File: src/include/oec_pkg.sv
// shared constants and types for the occurrence event counter
package oec_pkg;

   // ----------------------------------------------------------------
   // widths
   // ----------------------------------------------------------------
   localparam int ADDR_W     = 20;
   localparam int DATA_W     = 16;
   localparam int REG_AW     = 4;
   localparam int COUNT_W    = 16;
   localparam int TB_W       = 16;

   // ----------------------------------------------------------------
   // register indices (word addresses on the register port)
   // ----------------------------------------------------------------
   localparam logic [REG_AW-1:0] REG_CTRL       = 4'h0;
   localparam logic [REG_AW-1:0] REG_AC1_LOW    = 4'h1;
   localparam logic [REG_AW-1:0] REG_AC1_HIGH   = 4'h2;
   localparam logic [REG_AW-1:0] REG_G2_FIRST   = 4'h3;
   localparam logic [REG_AW-1:0] REG_G2_SECOND  = 4'h4;
   localparam logic [REG_AW-1:0] REG_COUNT      = 4'h5;
   localparam logic [REG_AW-1:0] REG_STATUS     = 4'h6;
   localparam logic [REG_AW-1:0] REG_TRACE_IDX  = 4'h7;
   localparam logic [REG_AW-1:0] REG_TRACE_ADDR = 4'h8;
   localparam logic [REG_AW-1:0] REG_TRACE_DATA = 4'h9;
   localparam logic [REG_AW-1:0] REG_TRACE_CNT  = 4'ha;

   // ----------------------------------------------------------------
   // control register fields
   // ----------------------------------------------------------------
   localparam int CTRL_MODE_BIT  = 0;  // 0 transition, 1 range
   localparam int CTRL_PULSE_BIT = 1;  // 1 count trigger pulses
   localparam int CTRL_RUN_BIT   = 2;  // 1 monitor bus cycles
   localparam int CTRL_CLEAR_BIT = 3;  // write 1 clears count
   localparam int CTRL_TB_LSB    = 16; // time base divide count
   localparam logic [31:0] CTRL_RESET = 32'h0000_0000;
   localparam logic [TB_W-1:0] TB_DIV_RESET = 16'h0000;

   // status register fields
   localparam int STAT_GROUP_BIT = 0;
   localparam int STAT_OVF_BIT   = 1;
   localparam int STAT_WPTR_LSB  = 8;

   // ----------------------------------------------------------------
   // types
   // ----------------------------------------------------------------
   typedef enum logic [0:0] {
      OEC_MODE_TRANSITION = 1'b0,
      OEC_MODE_RANGE      = 1'b1
   } oec_mode_e;

   typedef enum logic [0:0] {
      OEC_GROUP_ONE = 1'b0,
      OEC_GROUP_TWO = 1'b1
   } oec_group_e;

   typedef struct packed {
      logic [ADDR_W-1:0] addr;
      logic [DATA_W-1:0] data;
   } oec_bus_s;

   typedef struct packed {
      logic [ADDR_W-1:0]  addr;
      logic [DATA_W-1:0]  data;
      logic [COUNT_W-1:0] count;
   } oec_trace_s;

endpackage

File: src/rtl/oec_stamp_counter.sv
// time stamp counter with trigger pulse and time base sources
`timescale 1ns/1ps
module oec_stamp_counter #(
   parameter int WIDTH = 16
) (
   // clock and reset
   input  wire logic             clk,
   input  wire logic             rst,
   // count sources
   input  wire logic             pulse_mode,
   input  wire logic             tb_tick,
   input  wire logic             trigger,
   input  wire logic             clear,
   // state
   output logic [WIDTH-1:0]      count,
   output logic                  overflow
);
   import oec_pkg::*;

   logic             trigger_prev;
   logic             next_trigger_prev;
   logic [WIDTH-1:0] next_count;
   logic             next_overflow;
   logic             incr;

   // ----------------------------------------------------------------
   // next state
   // ----------------------------------------------------------------
   // the clear does not swallow an increment landing in the same cycle
   always_comb begin
      next_trigger_prev = trigger;
      incr = pulse_mode ? (trigger & ~trigger_prev)
                        : tb_tick;
      next_count    = count;
      next_overflow = overflow;
      if (clear) begin
         next_count    = incr ? {{(WIDTH-1){1'b0}}, 1'b1} : '0;
         next_overflow = 1'b0;
      end else if (incr) begin
         next_count = count + 1'b1;
      end
      if (incr && !clear && (&count)) begin
         next_overflow = 1'b1;
      end
   end

   // ----------------------------------------------------------------
   // registers
   // ----------------------------------------------------------------
   always_ff @(posedge clk) begin
      if (rst) begin
         trigger_prev <= 1'b0;
         count        <= '0;
         overflow     <= 1'b0;
      end else begin
         trigger_prev <= next_trigger_prev;
         count        <= next_count;
         overflow     <= next_overflow;
      end
   end

endmodule

File: src/rtl/oec_top.sv
// occurrence event counter: sequencer, trace memory and register port
//
// Operation
// - in pulse-counting setting the count rises once per trigger rising edge.
// - in pulse-counting setting the time base tick has no effect.
// - the trigger that counts is the sequencer's own, not an outside pin.
// - transition mode, group one, comparator one hit moves to group two.
// - in group two a first comparator hit issues one trigger pulse.
// - in group two a second comparator hit traces the cycle and goes to group one.
// - transition mode traces only the cycles the sequencer picks.
// - range mode raises the trigger for each cycle inside the bounds.
// - range mode traces every cycle with the count of that moment.
// - an overflow flag is set when the count passes its maximum.
`timescale 1ns/1ps
module oec_top #(
   parameter int TRACE_DEPTH = 64,
   parameter int PTR_W       = 6
) (
   // clock and reset
   input  wire logic                     CLK,
   input  wire logic                     RST,
   // observed target bus cycles
   input  wire logic                     BUS_VALID,
   input  wire oec_pkg::oec_bus_s        BUS_CYCLE,
   // register port
   input  wire logic [oec_pkg::REG_AW-1:0] REG_ADDR,
   input  wire logic [31:0]              REG_WDATA,
   input  wire logic                     REG_WR,
   input  wire logic                     REG_RD,
   output logic [31:0]                   REG_RDATA,
   // status pins
   output logic                          EVENT_TRIGGER_PULSE,
   output logic                          OVERFLOW
);
   import oec_pkg::*;

   // ----------------------------------------------------------------
   // declarations
   // ----------------------------------------------------------------
   logic [31:0]         ctrl;
   logic [31:0]         next_ctrl;
   logic [ADDR_W-1:0]   ac1_low;
   logic [ADDR_W-1:0]   ac1_high;
   logic [ADDR_W-1:0]   g2_first;
   logic [ADDR_W-1:0]   g2_second;
   logic [ADDR_W-1:0]   next_ac1_low;
   logic [ADDR_W-1:0]   next_ac1_high;
   logic [ADDR_W-1:0]   next_g2_first;
   logic [ADDR_W-1:0]   next_g2_second;
   logic [PTR_W-1:0]    trace_idx;
   logic [PTR_W-1:0]    next_trace_idx;
   logic                clear;
   logic                next_clear;
   logic [31:0]         rdata;
   logic [31:0]         next_rdata;

   oec_group_e          group;
   oec_group_e          next_group;
   logic                trig;
   logic                next_trig;
   logic                cap1;
   logic                next_cap1;
   logic                cap2;
   oec_bus_s            cyc1;
   oec_bus_s            next_cyc1;
   oec_bus_s            cyc2;

   logic [TB_W-1:0]     tb_cnt;
   logic [TB_W-1:0]     next_tb_cnt;
   logic                tb_tick;

   logic [COUNT_W-1:0]  count;
   logic                overflow;

   oec_trace_s          trace_mem [TRACE_DEPTH];
   logic [PTR_W-1:0]    wptr;
   logic [PTR_W-1:0]    next_wptr;
   oec_trace_s          trace_rd;

   logic                mode_range;
   logic                hit_ac1;
   logic                hit_range;
   logic                hit_first;
   logic                hit_second;

   assign mode_range = ctrl[CTRL_MODE_BIT];

   // ----------------------------------------------------------------
   // register port
   // ----------------------------------------------------------------
   // clear is a one-cycle pulse so software never has to write it back
   always_comb begin
      next_ctrl      = ctrl;
      next_ac1_low   = ac1_low;
      next_ac1_high  = ac1_high;
      next_g2_first  = g2_first;
      next_g2_second = g2_second;
      next_trace_idx = trace_idx;
      next_clear     = 1'b0;
      if (REG_WR) begin
         unique case (REG_ADDR)
            REG_CTRL: begin
               next_ctrl = REG_WDATA;
               next_ctrl[CTRL_CLEAR_BIT] = 1'b0;
               next_clear = REG_WDATA[CTRL_CLEAR_BIT];
            end
            REG_AC1_LOW:   next_ac1_low   = REG_WDATA[ADDR_W-1:0];
            REG_AC1_HIGH:  next_ac1_high  = REG_WDATA[ADDR_W-1:0];
            REG_G2_FIRST:  next_g2_first  = REG_WDATA[ADDR_W-1:0];
            REG_G2_SECOND: next_g2_second = REG_WDATA[ADDR_W-1:0];
            REG_TRACE_IDX: next_trace_idx = REG_WDATA[PTR_W-1:0];
            default: ;                      // read-only or unmapped
         endcase
      end
   end

   // read data is shown only in the cycle after the read strobe
   always_comb begin
      trace_rd   = trace_mem[trace_idx];
      next_rdata = 32'h0000_0000;
      if (REG_RD) begin
         unique case (REG_ADDR)
            REG_CTRL:       next_rdata = ctrl;
            REG_AC1_LOW:    next_rdata[ADDR_W-1:0] = ac1_low;
            REG_AC1_HIGH:   next_rdata[ADDR_W-1:0] = ac1_high;
            REG_G2_FIRST:   next_rdata[ADDR_W-1:0] = g2_first;
            REG_G2_SECOND:  next_rdata[ADDR_W-1:0] = g2_second;
            REG_COUNT:      next_rdata[COUNT_W-1:0] = count;
            REG_STATUS: begin
               next_rdata[STAT_GROUP_BIT] = group;
               next_rdata[STAT_OVF_BIT]   = overflow;
               next_rdata[STAT_WPTR_LSB +: PTR_W] = wptr;
            end
            REG_TRACE_IDX:  next_rdata[PTR_W-1:0] = trace_idx;
            REG_TRACE_ADDR: next_rdata[ADDR_W-1:0] = trace_rd.addr;
            REG_TRACE_DATA: next_rdata[DATA_W-1:0] = trace_rd.data;
            REG_TRACE_CNT:  next_rdata[COUNT_W-1:0] = trace_rd.count;
            default:        next_rdata = 32'h0000_0000;
         endcase
      end
   end

   always_ff @(posedge CLK) begin
      if (RST) begin
         ctrl      <= CTRL_RESET;
         ac1_low   <= '0;
         ac1_high  <= '0;
         g2_first  <= '0;
         g2_second <= '0;
         trace_idx <= '0;
         clear     <= 1'b0;
         rdata     <= 32'h0000_0000;
      end else begin
         ctrl      <= next_ctrl;
         ac1_low   <= next_ac1_low;
         ac1_high  <= next_ac1_high;
         g2_first  <= next_g2_first;
         g2_second <= next_g2_second;
         trace_idx <= next_trace_idx;
         clear     <= next_clear;
         rdata     <= next_rdata;
      end
   end

   // ----------------------------------------------------------------
   // time base divider
   // ----------------------------------------------------------------
   // a divide count of n gives one tick every n+1 clocks
   always_comb begin
      tb_tick     = (tb_cnt == ctrl[CTRL_TB_LSB +: TB_W]);
      next_tb_cnt = tb_tick ? TB_DIV_RESET : tb_cnt + 1'b1;
   end

   always_ff @(posedge CLK) begin
      if (RST) begin
         tb_cnt <= TB_DIV_RESET;
      end else begin
         tb_cnt <= next_tb_cnt;
      end
   end

   // ----------------------------------------------------------------
   // event sequencer
   // ----------------------------------------------------------------
   // comparator one is an exact match in transition mode, a range in
   // range mode; both hits in one cycle take effect together
   always_comb begin
      hit_ac1    = (BUS_CYCLE.addr == ac1_low);
      hit_range  = (BUS_CYCLE.addr >= ac1_low)
                 && (BUS_CYCLE.addr <= ac1_high);
      hit_first  = (BUS_CYCLE.addr == g2_first);
      hit_second = (BUS_CYCLE.addr == g2_second);
      next_group = group;
      next_trig  = 1'b0;
      next_cap1  = 1'b0;
      next_cyc1  = BUS_CYCLE;
      if (BUS_VALID && ctrl[CTRL_RUN_BIT]) begin
         if (mode_range) begin
            next_group = OEC_GROUP_ONE;
            next_trig  = hit_range;
            next_cap1  = 1'b1;
         end else begin
            unique case (group)
               OEC_GROUP_ONE: begin
                  if (hit_ac1) begin
                     next_group = OEC_GROUP_TWO;
                  end
               end
               OEC_GROUP_TWO: begin
                  next_trig = hit_first;
                  if (hit_second) begin
                     next_cap1  = 1'b1;
                     next_group = OEC_GROUP_ONE;
                  end
               end
            endcase
         end
      end
   end

   // the trigger is high one cycle per hit; hits in back-to-back cycles merge into one edge
   always_ff @(posedge CLK) begin
      if (RST) begin
         group <= OEC_GROUP_ONE;
         trig  <= 1'b0;
         cap1  <= 1'b0;
         cap2  <= 1'b0;
         cyc1  <= '0;
         cyc2  <= '0;
      end else begin
         group <= next_group;
         trig  <= next_trig;
         cap1  <= next_cap1;
         cap2  <= cap1;
         cyc1  <= next_cyc1;
         cyc2  <= cyc1;
      end
   end

   // ----------------------------------------------------------------
   // time stamp counter
   // ----------------------------------------------------------------
   oec_stamp_counter #(
      .WIDTH      (COUNT_W)
   ) u_counter (
      .clk        (CLK),
      .rst        (RST),
      .pulse_mode (ctrl[CTRL_PULSE_BIT]),
      .tb_tick    (tb_tick),
      .trigger    (trig),
      .clear      (clear),
      .count      (count),
      .overflow   (overflow)
   );

   // ----------------------------------------------------------------
   // trace memory
   // ----------------------------------------------------------------
   // written two cycles after the bus cycle so the stored count already
   // includes that cycle's own trigger; the buffer wraps, oldest lost
   always_comb begin
      next_wptr = cap2 ? wptr + 1'b1 : wptr;
   end

   always_ff @(posedge CLK) begin
      if (RST) begin
         wptr <= '0;
      end else begin
         wptr <= next_wptr;
      end
      if (cap2) begin
         trace_mem[wptr] <= '{addr: cyc2.addr, data: cyc2.data,
                              count: count};
      end
   end

   // ----------------------------------------------------------------
   // outputs
   // ----------------------------------------------------------------
   assign REG_RDATA           = rdata;
   assign EVENT_TRIGGER_PULSE = trig;
   assign OVERFLOW            = overflow;

endmodule

File: config.mk
export PLATFORM = sky130hd
export DESIGN_NAME = oec_top
export DESIGN_NICKNAME = d
export VERILOG_FILES = /design/src/include/oec_pkg.sv /design/src/rtl/oec_stamp_counter.sv /design/src/rtl/oec_top.sv
export SDC_FILE = /design/constraint.sdc
export NUM_CORES = 2
export LEC_CHECK = 0
export BUFFER_PORTS_ARGS = -buffer_cell sky130_fd_sc_hd__buf_2
export CAP_MARGIN = 20
export CORE_MARGIN = 5
export CORE_UTILIZATION = 55
export CTS_CLUSTER_DIAMETER = 40
export CTS_CLUSTER_SIZE = 20
export DETAILED_ROUTE_END_ITERATION = 10
export PLACE_DENSITY = 0.7
export SLEW_MARGIN = 40
export SYNTH_ARGS = -nofsm -noshare
export SYNTH_HDL_FRONTEND = slang
export SYNTH_SLANG_ARGS = --single-unit
export TNS_END_PERCENT = 50
File: constraint.sdc
create_clock -name CLK -period 10.7 [get_ports CLK]
set_clock_uncertainty 0.15 [all_clocks]
set_input_delay 0.535 -clock CLK [delete_from_list [all_inputs] [get_ports CLK]]
set_output_delay 0.535 -clock CLK [all_outputs]
set_load 0.005 [all_outputs]
=== Yosys cells after proc, flatten, opt, wreduce, memory -nomap -nowiden ===
Memories as Yosys holds them, arrays and structs flattened. A register that Yosys moved wholly into a read port is not among the register bits.
Cells that the tools add are included.

* Add/sub/neg operators: 3
* $lt $le $gt $ge: 2
* Equality and inequality tests: 14
* Multiplexer cells: 25
* Bitwise gates (word level): 7
* Reductions and logical operators: 20

{| class="wikitable"
|+ Operator list
! cell !! number
|-
| $eq A20 B20 Y1 || 3
|-
| $pmux W6 S10 || 1
|-
| $pmux W4 S10 || 1
|-
| $pmux W2 S9 || 2
|-
| $add A16 B1 Y16 const B || 2
|-
| $mux W16 || 2
|-
| $pmux W4 S6 || 1
|-
| $pmux W2 S11 || 1
|-
| $ge A20 B20 Y1 || 1
|-
| $le A20 B20 Y1 || 1
|-
| $eq A16 B16 Y1 || 1
|-
| $eq A4 B3 Y1 const B || 4
|-
| $reduce_and A16 Y1 || 1
|-
| $mux W1 || 14
|-
| $eq A4 B4 Y1 const B || 3
|-
| $mux W6 || 2
|-
| $reduce_and A2 Y1 || 6
|-
| $eq A4 B2 Y1 const B || 2
|-
| $add A6 B1 Y6 const B || 1
|-
| $not A1 Y1 || 6
|-
| $reduce_or A2 Y1 || 3
|-
| $reduce_or A3 Y1 || 2
|-
| $eq A4 B1 Y1 const B || 1
|-
| $logic_and A1 B1 Y1 || 4
|-
| other kinds (5) || 6
|}

* Register bits after elaboration: 266
* Bits in writable memories: 3328
* Input bits: 77
* Output and inout port bits: 34
* Word-level logic and storage cells: 94
* Memories kept: 1

{| class="wikitable"
|+ Memories
! name !! words !! bits a word !! rd ports !! clocked after Yosys merged registers in !! wr ports !! line !! text
|-
| trace_mem || 64 || 52 || 1 || 1 || 1 || oec_top.sv:75 || <nowiki>oec_trace_s trace_mem [TRACE_DEPTH];</nowiki>
|}

=== Depth between registers and ports, before layout ===
* Depth after elaboration: 6
* Gate-level depth with buffers: 14

=== Modules after synthesis ===
From an unflattened synthesis, not the netlist that was laid out.

* Cell total of the unflattened synthesis: 6498
* Area total of the unflattened synthesis: 138316.4 um2

{| class="wikitable"
|+ By module, submodules not included
! module !! instances !! cells an instance !! area each (um2)
|-
| oec_top || 1 || 6399 || 137469.3
|-
| oec_stamp_counter || 1 || 99 || 847.1
|}

=== Least setup slack after synthesis ===
Ideal clock, no wire load.

* Path type: register -> register
* Start point: register cap2
* End point: memory trace_mem[40][0] (netlist bit) (enable)
* Setup time: 0.591 ns
* Data arrival time: 5.717 ns
* Data required time: 9.959 ns
* Slack: 4.243 ns
* Cell stages (with the launch flop): 4
* Buffers on the path: 1
* Cell sequence: dfxtp_1 > clkbuf_1 > nand4b_1 > nor4_1

* Cells in the longest elaborated chain, start to end: 2

{| class="wikitable"
|+ RTL lines
! element !! line !! text
|-
| start: declaration || oec_top.sv:63 || <nowiki>logic cap2;</nowiki>
|-
| start signal: assignment || oec_top.sv:234 || <nowiki>cap2 <= cap1;</nowiki>
|-
| $mux W1 || oec_top.sv:271 || <nowiki>if (cap2) begin</nowiki>
|-
| $mux W1 (implied by the code) || oec_top.sv:272 || <nowiki>trace_mem[wptr] <= '{addr: cyc2.addr, data: cyc2.data,</nowiki>
|-
| end: declaration || oec_top.sv:75 ||
|}

Every way passes these cells.

==> summary.txt <==
Clocking
  • Skew-Pair Late Insertion Delay: 1010 ps
  • Clk sink count: 3,600
  • Clk slew on worst S/H paths: 60 ps
  • Clk root buf: clkbuf_16
  • Maximum clock path buffer count: 4
  • Number of buffers added for setup after CTS: 0
  • CTS tree: built
  • CTS resizes: 0
  • Max H-tree Level: 5
  • Num CTS Buffers: 440

Power
  • Net Switching: 6.565 mW
  • Lkg Pwr: 50.42 nW
  • Gate power share: 1.8%
  • Clock group share of total power: 48.5%
  • P per Cell Area: 192.9 mW/mm^2
  • Reg power frac: 49.7%
  • Cell internal pwr: 24.44 mW
  • Switching share of total power: 21.17%
  • Tot Pwr: 31.01 mW
  • Maximum vdd drop: 198.0 uV

Layout
  • Nets: 7,232
  • Final Instance Area: 0.1607 mm^2
  • Layout cells sized above 1: 29.75%
  • Layout Utilization: 64.05%
  • Area delta synth->final: 16.06%
  • Most frequent cells in the layout: 3,328 x edfxtp_1, 924 x mux4_2, 450 x clkbuf_16
  • Commonest non-fill, non-tap cell in the layout: edfxtp_1

Global routing
  • Vias in the first global route: 72,915
  • First-pass GRT wire length: 581,400 um
  • Initial antenna violation count: 24
  • Largest net degree at the start of global routing: 131
  • Total track usage: 31.88%
  • GR Overflow Total: 0

Placement
  • GP Congestion: 0.9274
  • Half-perimeter wire length after placement: 226,300 um
  • Number of port buffers: 110
  • DP Area: 0.1447 mm^2

Critical path
  • Largest stage delay, worst path: 830 ps
  • CP required: 11,400 ps
  • CP cell instances: buf_6 > buf_4 > mux4_2 > mux4_2 > a32oi_1 > o31ai_1 > a21oi_1 > a21oi_1
  • Critical Path AT: 5370 ps
  • Crit Path Max Fanout: 56
  • Worst Setup Path Type: flop to flop
  • Critical Path Sink Type: flop
  • Startpoint type of the worst setup path: flop
  • CP max stage cell: dfxtp_4

Outcome
  • Outcome: complete, no violations

Floorplanning
  • Die area: 0.2620 mm^2
  • Die Y: 511.8 um
  • Initial Util: 55.19%
  • I/O Pins: 111
  • Die width: 511.8 um
  • Cell row count: 184
  • CORE AREA: 0.2509 mm^2

Synthesis
  • Cell Area, Synth: 0.1385 mm^2
  • Distinct cell type count after synthesis: 62
  • Syn Nets: 6,688
  • EDFF count, synth: 3,328
  • Asr flop ratio synth: 0%
  • Sequential area share after synthesis: 76.09%
  • Post-Syn Area per Cell: 21.09 um^2
  • Most used DFF post-synth: edfxtp_1
  • #FFs+latches synth: 3,600
  • Mapped Cells: 6,568
  • Number of synthesis warnings: 0

STA
  • Rel. slew slack: 35.80%
  • Final Hold Fails: 0
  • Min Clock Period, post-route: 4663 ps
  • Hold slack: 115.1 ps
  • RSZ-0062 raised after global routing: false
  • Final Cycle Share: 43.57%
  • Max Transition Viols Final: 0
  • Slew at the pin closest to its max-slew limit: 957.2 ps
  • Setup_tns: 0 ps
  • Final setup fails: 0
  • Fmax: 0.2145 GHz

Detailed routing
  • DRC viols: 0
  • Drt initial violations: 12,880
  • First-pass DRT Iterations: 8
  • Via count: 75,191
  • Final ANT Viol Nets: 0
  • Vias/cell: 6.937
  • Final WL: 420,600 um
  • WL/cell: 38.80 um

Min path
  • Hold Path Class: input pin to flop

Job
  • Max Cap Violations: 0
## power groups by stage
stage / sequential (mW) / combinational (mW) / clock [mW]
after floorplan: 15.7 / 0.255 / 0
after global routing: 15.4 / 0.571 / 15.8
after global placement: 15.7 / 0.489 / 0
final: 15.4 / 0.545 / 15.0
after detailed placement: 15.7 / 0.504 / 0
after CTS: 15.4 / 0.529 / 15.1
## layout make-up
type                       count  area [um^2]
clock inverter               316         3466
sequential                  3600       105500
inverter                      47        181.4
timing repair buffer         460         4105
clock buffer                 490        11460
multi-input combinational   2563        31770
fill                       16225        90200
tap                         3348         4189
antenna                       15        37.54
## repair_timing
action / 4_1_cts / 5_1_grt
endpoints found under the hold margin: 185 / 0
endpoints found under the setup margin: 0 / 0
hold buffers: 90 / 0
## state kept, by name (all words and copies together) (netlist names), named ones only
name	flops
cap2	1
ac1_low	20
ac1_high	20
clear	1
trace_mem	3328
cyc1	36
cap1	1
g2_second	20
u_counter.count	16
u_counter.overflow	1
g2_first	20
tb_cnt	16
trace_idx	6
group	1
EVENT_TRIGGER_PULSE	1
REG_RDATA	32
wptr	6
ctrl	31
cyc2	36
u_counter.trigger_prev	1
## metrics by stage
stage | setup slack (ps) | std cells
after floorplan | 4243 | 6568
after global placement | 4878 | 9896
after detailed placement | 6110 | 9923
after CTS | 6051 | 10819
after global routing | 6008 | 10827
final | 6037 | 10839
## worst max-delay path, delay by kind of cell, from the launching register on
family          cells  cell delay [ps]
compound gates      4             1120
mux                 2              920
buf+inv             2             1350
flops               1              830
## Yosys cell counts (10+ instances only)
library cell,number,area share (%)
ha_1,43,0.39
or2_2,10,0.045
a21o_1,18,0.098
o221ai_1,12,0.076
buf_1,35,0.095
edfxtp_1,3328,72
nor2b_1,111,0.50
a22o_1,20,0.13
dfxtp_1,272,3.9
a21oi_1,183,0.66
xnor2_1,41,0.26
a221oi_1,24,0.15
buf_4,64,0.35
buf_6,15,0.12
xor2_1,47,0.30
inv_1,47,0.13
nand2_1,323,0.88
nor4_1,13,0.059
mux4_2,924,15
nand3_1,39,0.14
nor2_1,159,0.43
mux2_2,25,0.20
o21ai_0,55,0.20
or3_1,10,0.045
nand4_1,36,0.16
clkbuf_1,162,0.44
nand2b_1,19,0.086
and3_1,31,0.14
buf_2,80,0.29
a211oi_1,28,0.15
nor3_1,35,0.13
o22ai_1,39,0.18
a22oi_1,51,0.28
a222oi_1,10,0.072
a31oi_1,20,0.090
mux2i_1,156,1.1
## cell families after synthesis
| family | Yosys count | synth area share, % |
|---|---|---|
| compound gates | 510 | 2.383 |
| xor+xnor | 88 | 0.5565 |
| fa+ha+maj | 43 | 0.3885 |
| buf+inv | 405 | 1.441 |
| flops | 3600 | 76.09 |
| mux | 1105 | 16.36 |
| simple gates | 817 | 2.789 |
## layer usage
metal | track usage (%) | part of all wire (%) | wire, um | vias to the layer above
met5 | 0 | 0.076 | 320 | -
met4 | 14.72 | 5.5 | 22980 | 24
met3 | 9.846 | 14 | 60820 | 1205
met2 | 47.99 | 46 | 192400 | 6404
met1 | 43.31 | 34 | 144000 | 39100
li1 | - | - | - | 28458
## final timing paths
path	startpoint	end	slack, ps	depth (start not counted)
min reg2reg	cyc1[6]	cyc2[6]	280	1
max reg2reg	flop	REG_RDATA[3]	6040	8
max	flop	REG_RDATA[3]	6040	8
min	REG_ADDR[3]	REG_RDATA[18]	120	6
Power figures use the tool's default switching activity.
